## config.mk

```make
export PLATFORM = sky130hd
export DESIGN_NAME = nal_core
export DESIGN_NICKNAME = d
export VERILOG_FILES = /design/src/nal_pkg.sv /design/src/nal_port_if.sv /design/src/nal_sync.sv /design/src/nal_core.sv
export SDC_FILE = /design/constraint.sdc
export NUM_CORES = 1
export LEC_CHECK = 0
export BUFFER_PORTS_ARGS = -buffer_cell sky130_fd_sc_hd__buf_4
export CAP_MARGIN = 20
export CORE_MARGIN = 4
export CORE_UTILIZATION = 43
export DETAILED_ROUTE_END_ITERATION = 10
export PLACE_DENSITY_LB_ADDON = 0.3
export SYNTH_ARGS = -nofsm -noshare
export SYNTH_HDL_FRONTEND = slang
export SYNTH_HIERARCHICAL = 1
export SYNTH_SLANG_ARGS = --single-unit
export TNS_END_PERCENT = 50
```

## constraint.sdc

```tcl
create_clock -name mclk -period 7.7 [get_ports mclk]
set_clock_uncertainty 0.1 [all_clocks]
set_input_delay 1.155 -clock mclk [delete_from_list [all_inputs] [get_ports mclk]]
set_output_delay 1.155 -clock mclk [all_outputs]
set_load 0.03 [all_outputs]
```

## src/nal_pkg.sv

```systemverilog
// Constants, opcode encodings and types of the nibble accumulator logic unit.
package nal_pkg;

    localparam int unsigned NAL_DW       = 4;
    localparam int unsigned NAL_IW       = 10;
    localparam int unsigned NAL_RF_DEPTH = 32;
    localparam int unsigned NAL_RF_AW    = 5;
    localparam int unsigned NAL_PORTS    = 8;
    localparam int unsigned NAL_PAGE_W   = 2;

    // Instruction word fields.
    localparam int unsigned NAL_GRP_HI   = 9;
    localparam int unsigned NAL_GRP_LO   = 6;
    localparam int unsigned NAL_BANK_BIT = 5;
    localparam int unsigned NAL_SEL_BIT  = 5;

    // Opcode groups in word bits 9 to 6.
    localparam logic [3:0] NAL_GRP_AND = 4'hd;
    localparam logic [3:0] NAL_GRP_OR  = 4'hc;
    localparam logic [3:0] NAL_GRP_XOR = 4'ha;
    localparam logic [3:0] NAL_GRP_ROT = 4'he;
    localparam logic [3:0] NAL_GRP_IN  = 4'hf;
    localparam logic [3:0] NAL_GRP_OUT = 4'h2;

    // Operand selectors in word bits 4 to 0.
    localparam logic [4:0] NAL_SUB_ROM = 5'h10;
    localparam logic [4:0] NAL_SUB_IMM = 5'h11;
    localparam logic [4:0] NAL_SUB_INC = 5'h13;
    localparam logic [1:0] NAL_SUB_PRT = 2'h3;

    // Whole fixed words.
    localparam logic [9:0] NAL_W_INC = 10'h293;
    localparam logic [9:0] NAL_W_ROTL = 10'h393;
    localparam logic [9:0] NAL_W_ROTZ = 10'h3b3;

    // Pointer registers for program memory reads: pair 1/0 index 0.
    localparam logic [4:0] NAL_PTR_LO = 5'h00;
    localparam logic [4:0] NAL_PTR_HI = 5'h10;

    localparam logic [3:0]  NAL_ACC_RST   = 4'h0;
    localparam logic        NAL_CARRY_RST = 1'b0;
    localparam logic [1:0]  NAL_PAGE_RST  = 2'h0;
    localparam logic [3:0]  NAL_NIB_RST   = 4'h0;
    localparam logic [31:0] NAL_PORT_RST  = 32'h0000_0000;
    localparam logic [3:0]  NAL_ONE       = 4'h1;
    localparam logic [2:0]  NAL_SYNC_RST  = 3'h0;

    typedef enum logic [3:0] {
        NAL_OP_NONE,
        NAL_OP_AND,
        NAL_OP_OR,
        NAL_OP_XOR,
        NAL_OP_INC,
        NAL_OP_ROTL,
        NAL_OP_ROTZ,
        NAL_OP_IN,
        NAL_OP_OUT
    } nal_op_t;

    typedef enum logic [1:0] {
        NAL_SRC_REG,
        NAL_SRC_ROM,
        NAL_SRC_IMM,
        NAL_SRC_PORT
    } nal_src_t;

endpackage

```

## src/nal_port_if.sv

```systemverilog
// Carrier of synchronised port pin data between the synchroniser and the core.
`timescale 1ns/10ps
interface nal_port_if;
    logic [31:0] port_data;
    modport src (output port_data);
    modport dst (input  port_data);
endinterface

```

## src/nal_sync.sv

```systemverilog
// Three-stage pin synchroniser that accepts a bit once stages two and three agree.
`timescale 1ns/10ps
module nal_sync
    import nal_pkg::*;
#(
    parameter int unsigned WIDTH = 32
) (
    input  wire logic       mclk,
    input  wire logic       rst_n,
    input  wire logic [WIDTH-1:0] pin_in,
    nal_port_if.src         sync_out
);

    genvar gi;
    generate
        for (gi = 0; gi < WIDTH; gi++) begin : g_bit
            logic [2:0] stage_q;
            logic       stable_q;
            always_ff @(posedge mclk or negedge rst_n) begin
                if (!rst_n) begin
                    stage_q  <= NAL_SYNC_RST;
                    stable_q <= 1'b0;
                end else begin
                    stage_q <= {stage_q[1:0], pin_in[gi]};
                    if (stage_q[1] == stage_q[2]) begin
                        stable_q <= stage_q[2];
                    end
                end
            end
            assign sync_out.port_data[gi] = stable_q;
        end
    endgenerate

endmodule // nal_sync

```

## src/nal_core.sv

```systemverilog
// Four-bit accumulator datapath running logic, rotate, increment and port instructions.
`timescale 1ns/10ps
module nal_core
    import nal_pkg::*;
(
    input  wire logic        mclk,
    input  wire logic        rst_n,
    input  wire logic        instr_valid,
    input  wire logic [9:0]  instr_word,
    input  wire logic [9:0]  instr_data,
    input  wire logic [9:0]  rom_data,
    input  wire logic        page_wr,
    input  wire logic [1:0]  page_data,
    input  wire logic        reg_wr,
    input  wire logic [4:0]  reg_wr_addr,
    input  wire logic [3:0]  reg_wr_data,
    input  wire logic [31:0] port_pin_in,
    output logic [3:0]       acc,
    output logic             carry_flag,
    output logic [9:0]       rom_addr,
    output logic [31:0]      port_out,
    output logic             internal_reset
);

    logic [3:0]  acc_q;
    logic [3:0]  acc_d;
    logic        carry_q;
    logic        carry_d;
    logic [1:0]  rom_page_register_q;
    logic [3:0]  rf_q [NAL_RF_DEPTH];
    logic [31:0] port_out_q;
    logic        ireset_q;
    logic        ireset_d;
    nal_op_t     op;
    nal_src_t    src;

    nal_port_if port_bus ();

    nal_sync #(
        .WIDTH (32)
    ) u_sync (
        .mclk     (mclk),
        .rst_n    (rst_n),
        .pin_in   (port_pin_in),
        .sync_out (port_bus.src)
    );

    // Field decode.
    wire [3:0] grp      = instr_word[NAL_GRP_HI:NAL_GRP_LO];
    wire [4:0] sub      = instr_word[4:0];
    wire       is_reg   = ~instr_word[4];
    wire       is_rom   = (sub == NAL_SUB_ROM);
    wire       is_imm   = (sub == NAL_SUB_IMM) && instr_word[NAL_SEL_BIT];
    wire       is_prt   = (instr_word[4:3] == NAL_SUB_PRT);
    wire [2:0] pn       = instr_word[2:0];
    wire       pn_ok    = (pn == 3'h0) || (pn == 3'h1) || (pn == 3'h3) || (pn == 3'h4);
    wire [1:0] pn_slot  = (pn == 3'h0) ? 2'h0 :
                          (pn == 3'h1) ? 2'h1 :
                          (pn == 3'h3) ? 2'h2 : 2'h3;
    wire [2:0] port_idx = {instr_word[NAL_BANK_BIT], pn_slot};
    wire [4:0] reg_idx  = {instr_word[NAL_BANK_BIT], instr_word[3:0]};

    // Operand selection.
    wire [3:0] reg_nib  = rf_q[reg_idx];
    wire [3:0] rom_nib  = instr_word[NAL_SEL_BIT] ? rom_data[3:0] : rom_data[7:4];
    wire [3:0] imm_nib  = instr_data[3:0];
    wire [3:0] prt_nib  = port_bus.port_data[{port_idx, 2'b00} +: 4];
    wire [3:0] opnd     = (src == NAL_SRC_REG) ? reg_nib :
                          (src == NAL_SRC_ROM) ? rom_nib :
                          (src == NAL_SRC_IMM) ? imm_nib : prt_nib;
    wire       a3_and   = acc_q[3] & opnd[3];
    wire [3:0] acc_inc  = acc_q + NAL_ONE;
    wire [3:0] acc_rot  = {acc_q[2:0], acc_q[3]};
    wire       acc_zero = (acc_q == NAL_ACC_RST);

    // Program memory address from page register and pointer pair.
    assign rom_addr = {rom_page_register_q, rf_q[NAL_PTR_HI], rf_q[NAL_PTR_LO]};

    always_comb begin
        op  = NAL_OP_NONE;
        src = NAL_SRC_REG;
        if (instr_valid) begin
            if (instr_word == NAL_W_INC) begin
                op = NAL_OP_INC;
            end else if (instr_word == NAL_W_ROTL) begin
                op = NAL_OP_ROTL;
            end else if (instr_word == NAL_W_ROTZ) begin
                op = NAL_OP_ROTZ;
            end else if (is_prt) begin
                src = NAL_SRC_PORT;
                if (pn_ok) begin
                    case (grp)
                        NAL_GRP_AND: op = NAL_OP_AND;
                        NAL_GRP_OR:  op = NAL_OP_OR;
                        NAL_GRP_IN:  op = NAL_OP_IN;
                        NAL_GRP_OUT: op = NAL_OP_OUT;
                        default:     op = NAL_OP_NONE;
                    endcase
                end
            end else if (is_reg || is_rom || is_imm) begin
                src = is_reg ? NAL_SRC_REG : (is_rom ? NAL_SRC_ROM : NAL_SRC_IMM);
                case (grp)
                    NAL_GRP_AND: op = NAL_OP_AND;
                    NAL_GRP_OR:  op = is_imm ? NAL_OP_NONE : NAL_OP_OR;
                    NAL_GRP_XOR: op = NAL_OP_XOR;
                    default:     op = NAL_OP_NONE;
                endcase
            end
        end
    end

    always_comb begin
        acc_d    = acc_q;
        carry_d  = carry_q;
        ireset_d = 1'b0;
        case (op)
            NAL_OP_AND: begin
                acc_d   = acc_q & opnd;
                carry_d = a3_and;
            end
            NAL_OP_OR: begin
                acc_d   = acc_q | opnd;
                carry_d = (src == NAL_SRC_PORT) ? carry_q : 1'b0;
            end
            NAL_OP_XOR: begin
                acc_d   = acc_q ^ opnd;
                carry_d = a3_and;
            end
            NAL_OP_INC: begin
                acc_d   = acc_inc;
                carry_d = (acc_inc == NAL_ACC_RST);
            end
            NAL_OP_ROTL: begin
                acc_d   = acc_rot;
                carry_d = acc_q[3];
            end
            NAL_OP_ROTZ: begin
                if (acc_zero) begin
                    acc_d    = NAL_ACC_RST;
                    carry_d  = NAL_CARRY_RST;
                    ireset_d = 1'b1;
                end else begin
                    acc_d   = acc_rot;
                    carry_d = acc_q[3];
                end
            end
            NAL_OP_IN: begin
                acc_d = prt_nib;
            end
            default: begin
                acc_d = acc_q;
            end
        endcase
    end

    // The internal reset clears state on the same edge, so the next word sees reset state.
    always_ff @(posedge mclk or negedge rst_n) begin
        if (!rst_n) begin
            acc_q    <= NAL_ACC_RST;
            carry_q  <= NAL_CARRY_RST;
            ireset_q <= 1'b0;
        end else begin
            acc_q    <= acc_d;
            carry_q  <= carry_d;
            ireset_q <= ireset_d;
        end
    end

    always_ff @(posedge mclk or negedge rst_n) begin
        if (!rst_n) begin
            rom_page_register_q <= NAL_PAGE_RST;
        end else if (ireset_d) begin
            rom_page_register_q <= NAL_PAGE_RST;
        end else if (page_wr) begin
            rom_page_register_q <= page_data;
        end
    end

    always_ff @(posedge mclk or negedge rst_n) begin
        if (!rst_n) begin
            port_out_q <= NAL_PORT_RST;
        end else if (ireset_d) begin
            port_out_q <= NAL_PORT_RST;
        end else if (op == NAL_OP_OUT) begin
            port_out_q[{port_idx, 2'b00} +: 4] <= acc_q;
        end
    end

    genvar gr;
    generate
        for (gr = 0; gr < NAL_RF_DEPTH; gr++) begin : g_rf
            always_ff @(posedge mclk or negedge rst_n) begin
                if (!rst_n) begin
                    rf_q[gr] <= NAL_NIB_RST;
                end else if (ireset_d) begin
                    rf_q[gr] <= NAL_NIB_RST;
                end else if (reg_wr && (reg_wr_addr == 5'(gr))) begin
                    rf_q[gr] <= reg_wr_data;
                end
            end
        end
    endgenerate

    assign acc            = acc_q;
    assign carry_flag     = carry_q;
    assign port_out       = port_out_q;
    assign internal_reset = ireset_q;

endmodule // nal_core

```

==> results of run 1 <==
worst max-delay path, cell delays in order:
cell and delay (ns):
buf_4 0.24, mux2_2 0.41, o22ai_1 0.41, nand4_1 0.41
a311o_1 0.66, inv_4 0.80, buf_4 0.46, nor2_1 0.09
cells in the final DEF, fill, tap and decap left out, types with 5 or more instances in the layout:
master     synthesis  layout
dfrtp_1          296     296
buf_4             48     126
nor2_1           120     120
nand2_1          112     112
mux2i_1          109     109
a21oi_1           78      78
nand3_1           59      59
mux4_2            40      40
o21ai_0           37      37
maj3_2            32      32
clkbuf_16          0      31
nor3_1            15      15
ha_1              13      13
inv_1             12      12
nand4_1           10      10
nand2b_1           9       9
o221ai_1           7       7
o211ai_1           6       6
a2bb2oi_1          6       6
clkbuf_8           0       6
clkinv_2           0       6
a21o_1             5       5
nor2b_1            5       5
a211oi_1           5       5
clkbuf_1          40       5
synthesized netlist by cell type (5+ instances only):
| cell | instances | area, um2 |
|---|---|---|
| a211oi_1 | 5 | 37.5 |
| a21o_1 | 5 | 37.5 |
| a21oi_1 | 78 | 390 |
| a2bb2oi_1 | 6 | 52.6 |
| buf_1 | 8 | 30.0 |
| buf_2 | 17 | 85.1 |
| buf_4 | 48 | 360 |
| clkbuf_1 | 40 | 150 |
| dfrtp_1 | 296 | 7410 |
| ha_1 | 13 | 163 |
| inv_1 | 12 | 45.0 |
| maj3_2 | 32 | 360 |
| mux2i_1 | 109 | 1090 |
| mux4_2 | 40 | 901 |
| nand2_1 | 112 | 420 |
| nand2b_1 | 9 | 56.3 |
| nand3_1 | 59 | 295 |
| nand4_1 | 10 | 62.6 |
| nor2_1 | 120 | 450 |
| nor2b_1 | 5 | 31.3 |
| nor3_1 | 15 | 75.1 |
| o211ai_1 | 6 | 45.0 |
| o21ai_0 | 37 | 185 |
| o221ai_1 | 7 | 61.3 |
kinds of logic after synthesis:
kind of cell,count (synthesis),share of synthesized area [%]
xor+xnor,2,0.130
flops,296,55.0
mux,151,15.0
fa+ha+maj,45,3.88
compound gates,176,8.00
buf+inv,126,5.01
simple gates,373,13.0
area by class of cell:
class | instances | area, um2 | share of cell area (%)
clock buffer | 42 | 877 | 5.72
inverter | 13 | 51.3 | 0.335
tap | 396 | 495 | 3.23
clock inverter | 10 | 129 | 0.841
timing repair buffer | 129 | 985 | 6.42
multi-input combinational | 747 | 5390 | 35.1
sequential | 296 | 7410 | 48.3
per-layer routing:
metal / routed length [um] / GRT usage (%) / share of wire (%)
met2: 15000 / 29.1 / 47
met4: 790 / 4.73 / 2.5
met3: 1600 / 2.51 / 5.0
met5: 0 / 0 / 0
met1: 14400 / 27.8 / 45
sequential cells by signal, summed over array words and instances, names as in the netlist:
signal and flops:
u_sync/g_bit.stable_q 32, rom_page_register_q 2, rom_addr 8, carry_flag 1
port_out 32, internal_reset 1, acc 4, u_sync/g_bit.stage_q 96
rf_q 120
power by group through the flow:
stage / logic (mW) / registers, mW / clock network [mW]
2_1_floorplan: 0.417 / 1.86 / 0
3_3_place_gp: 0.564 / 1.88 / 0
3_5_place_dp: 0.578 / 1.89 / 0
4_1_cts: 0.580 / 1.87 / 1.52
5_1_grt: 0.639 / 1.89 / 1.59
6_report: 0.576 / 1.86 / 1.48
per-stage QoR:
step / util (%) / instances / hold slack, ns / instance area [um2] / setup WS, ns
after floorplan: - / 1169 / 0.231 / 13500 / 3.63
after global placement: 46.6 / 1580 / 0.233 / 14300 / 2.75
after detailed placement: 46.6 / 1581 / 0.236 / 14300 / 2.73
after CTS: 49.9 / 1633 / 0.248 / 15300 / 3.30
after global routing: 49.9 / 1633 / 0.248 / 15300 / 3.06
final: 49.9 / 1633 / 0.247 / 15300 / 3.25
worst paths after layout:
check | endpoint | slack [ns] | cells past startpoint
worst max-delay path | rf_q[55] | 3.25 | 8
worst min-delay path | u_sync/g_bit[25].stage_q[1] | 0.25 | 0
worst max register to register | rf_q[55] | 4.36 | 7
worst min register to register | u_sync/g_bit[25].stage_q[1] | 0.25 | 0
max in group asynchronous | u_sync/g_bit[4].stable_q | 5.43 | 2
min in group asynchronous | internal_reset | 0.57 | 1
==> results.json, run 1 <==
{
  "maxCapViolations": 0,
  "ys_ff_latch": 296,
  "async_flop_share_pct": 100,
  "drt_iter0_drc": 903,
  "period_share_pct": 57.8,
  "root_buffer": "clkbuf_16",
  "synth_cell_type_count": 66,
  "grt_first_pass_wirelength_mm": 51.6,
  "viasPerCell": 5.59,
  "cts_setup_buffers": 0,
  "drc_errors": 0,
  "yosysWarningCount": 6,
  "hp-start": "u_sync/g_bit[25].stage_q[0]",
  "vias": 9123,
  "period_minus_slack_ns": 4.45,
  "syn_nets": 1260,
  "antenna_left": 0,
  "hpwl_mm": 20.8,
  "crit_type": "in2reg",
  "drive_gt1_share_pct": 21.4,
  "grt.overflow.total": 0,
  "hold_viol_final": 0,
  "setup_viol_count_final": 0,
  "dr.pass1.iters": 6,
  "power.share.clock_pct": 37.7,
  "die_h_um": 185,
  "ys_seq_area_share_pct": 55.0,
  "crit_fanout": 100,
  "grt_max_degree": 182,
  "powerDensity_mw_per_mm2": 256,
  "vdd_drop_max_mv": 0.201,
  "synth_area_mm2": 0.0135,
  "syn_to_final_growth_pct": 13.8,
  "io_buffers": 117,
  "rr_startpoint": "acc[0]",
  "p_int_mw": 2.89,
  "tritoncts": "done",
  "p_total_mw": 3.92,
  "switching_share_pct": 26.2,
  "antenna_found_initial": 0,
  "hold_buffers": 0,
  "start_util_pct": 43.8,
  "wl_per_cell_um": 19.5,
  "hp-class": "reg2reg",
  "synth_edf_count": 0,
  "crit_arrival_ns": 4.77,
  "slew_violations": 0,
  "p_leak_nw": 6.79,
  "design.die.area_mm2": 0.0342,
  "p_seq_share_pct": 47.6,
  "core_area_mm2": 0.0307,
  "startpoint": "instr_word[0]",
  "netlist_instances": 1169,
  "rows": 64,
  "cp-start-kind": "primary input",
  "clock_latency_ns": 0.55,
  "clkSinkCount": 296,
  "nFillCells": 2757,
  "p_switching_mw": 1.03,
  "routabilityCongestion": 0.856,
  "ctsResizeCount": 0,
  "ioPinCount": 126,
  "rsz0062_at_grt": "false",
  "max_freq_ghz": 0.225,
  "first_global_vias": 9100,
  "die_x_um": 185,
  "final.setup.tns_ns": 0,
  "n_antenna_cell": 0,
  "relSlewSlack_pct": 29.1,
  "status": "finished, final reports clean",
  "cts_inserted_buffers": 31,
  "grt_usage_pct": 18.6,
  "worst_pin_slew_ns": 1.06,
  "pwr-share-comb_pct": 14.7,
  "end_kind": "flop",
  "wl_mm": 31.8,
  "clk_pin_slew_ns": 0.06,
  "synth-main-ff-cell": "dfrtp_1",
  "worstPathRequired_ns": 8.02,
  "syn_area_per_cell_um2": 11.5,
  "clk_path_buf_depth": 3,
  "nets": 1309,
  "cts_max_level": 1
}
No activity file was read; power rests on OpenSTA's default activity.
==> inputs of run 2 (changes only) <==
- clock period: 7.7 -> 3.9 ns (I/O delays scaled with it)
==> results.json, run 2 (synthesis gave the netlist of run 1 again) <==
{
  "status": "finished, final reports clean",
  "worst_pin_slew_ns": 0.936,
  "setup_viol_count_final": 0,
  "vias": 9054,
  "rr_startpoint": "rom_addr[4]",
  "antenna_found_initial": 0,
  "dr.pass1.iters": 5,
  "crit_path_top_delay_cell": "or2_2",
  "cp-start-kind": "primary input",
  "grt_busiest_layer": "met2",
  "core_area_mm2": 0.0307,
  "top_register": "rf_q",
  "cts_inserted_buffers": 31,
  "hpwl_mm": 21.5,
  "placed_cell_area_mm2": 0.0146,
  "rsz0062_at_grt": "false",
  "design_area_mm2": 0.0157,
  "root_buffer": "clkbuf_16",
  "first_global_vias": 9247,
  "crit_arrival_ns": 3.36,
  "clk_pin_slew_ns": 0.06,
  "drive_gt1_share_pct": 23.1,
  "wl_mm": 31.6,
  "rows": 64,
  "grt_usage_pct": 18.5,
  "clock_latency_ns": 0.54,
  "crit_type": "in2reg",
  "start_util_pct": 43.8,
  "top_regs": "rf_q (120), u_sync/g_bit.stage_q (96)",
  "p_total_mw": 7.97,
  "hp-start": "port_pin_in[1]",
  "layout_common_cells": "296 x dfrtp_1, 140 x buf_4, 120 x nor2_1, 112 x nand2_1, 109 x mux2i_1",
  "worst-path-buf-inv": 3,
  "ioPinCount": 126,
  "cts_max_level": 1,
  "hp-class": "in2reg",
  "period_share_pct": 77.7,
  "p_leak_nw": 6.98,
  "relSlewSlack_pct": 37.1,
  "end_kind": "flop",
  "clkSinkCount": 296,
  "grtUsageMet3_pct": 2.26,
  "startpoint": "instr_word[0]",
  "grt_first_pass_wirelength_mm": 51.5,
  "ctsResizeCount": 0,
  "final.setup.tns_ns": 0,
  "grtUsageMet1_pct": 26.8,
  "syn_to_final_growth_pct": 16.6,
  "max_freq_ghz": 0.330,
  "n_antenna_cell": 0,
  "drc_errors": 0,
  "vdd_drop_max_mv": 0.346,
  "routabilityCongestion": 0.882,
  "cp_top_family": "simple AND/OR/NAND/NOR gates",
  "maxCapViolations": 0,
  "nets": 1331,
  "powerDensity_mw_per_mm2": 508,
  "die_h_um": 185,
  "clk_path_buf_depth": 3,
  "final_common_cell": "dfrtp_1",
  "die_x_um": 185,
  "crit_fanout": 19,
  "slowest_delay_ns": 0.42,
  "worstPathRequired_ns": 4.23,
  "hold_viol_final": 0,
  "grt_max_degree": 106,
  "wl_per_cell_um": 19.1,
  "path_cells": "buf_4 > buf_12 > or2_2 > a21oi_1 > ha_1 > ha_1 > buf_4 > nor3_2 > and4_1 > mux2i_1 > nor2_1",
  "tritoncts": "done",
  "io_buffers": 117,
  "slew_violations": 0,
  "drt_iter0_drc": 604,
  "largest_reg_flops": 120,
  "viasPerCell": 5.46,
  "use_met2_pct": 30.4,
  "grt.overflow.total": 0,
  "period_minus_slack_ns": 3.03,
  "design.die.area_mm2": 0.0342,
  "antenna_left": 0
}
[run 2: metrics by stage]
stage,hold slack [ns],cells,utilization [%],setup slack [ns]
after global routing,0.0156,1658,51.0,0.718
final,0.0410,1658,51.0,0.868
after global placement,0.233,1602,47.4,0.378
after detailed placement,0.236,1602,47.4,0.302
after floorplan,0.189,1169,-,0.398
after CTS,0.0179,1658,51.0,0.871
[run 2: cell type report]
| cell class | instances | area, um2 |
|---|---|---|
| fillers | 2723 | 15100 |
| flip-flops and latches | 296 | 7410 |
| multi-input cells | 747 | 5390 |
| repair buffers | 151 | 1260 |
| clock buffers | 43 | 911 |
| well taps | 396 | 495 |
| clock inverters | 12 | 191 |
| inverters | 13 | 51.3 |
[run 2: layer usage]
metal | vias up | part of all wire, %
li1 | 4253 | -
met1 | 4550 | 45
met2 | 207 | 48
met3 | 44 | 4.6
met4 | 0 | 1.9
met5 | - | 0
[run 2: what timing repair did]
| action | 4_1_cts | 5_1_grt |
|---|---|---|
| setup buffers | 0 | 0 |
| hold buffers | 1 | 0 |
| hold endpoints to repair | 65 | 0 |
[run 2: where the power goes]
part           total (mW)  switching, mW  internal (mW)
logic                1.18          0.634          0.547
clock network        3.12           1.17           1.95
registers            3.67          0.239           3.43
[run 2: final timing paths]
| kind | endpoint | slack, ns | cells past startpoint |
|---|---|---|---|
| min in group asynchronous | rf_q[65] | 0.48 | 2 |
| min | u_sync/g_bit[1].stage_q[0] | 0.04 | 1 |
| max reg2reg | acc[0] | 1.16 | 9 |
| min reg2reg | u_sync/g_bit[22].stage_q[1] | 0.25 | 0 |
| max in group asynchronous | rf_q[43] | 2.27 | 3 |
| max | port_out[0] | 0.87 | 11 |
[run 2: worst reg2reg max path, cell delays in order, from the launching register on]
cell,delay [ns]
dfrtp_1,0.41
mux4_2,0.51
mux4_2,0.48
nand2_1,0.08
nand3_1,0.13
o21ai_0,0.12
ha_1,0.25
or3_1,0.37
nand3_1,0.09
nand4_1,0.08
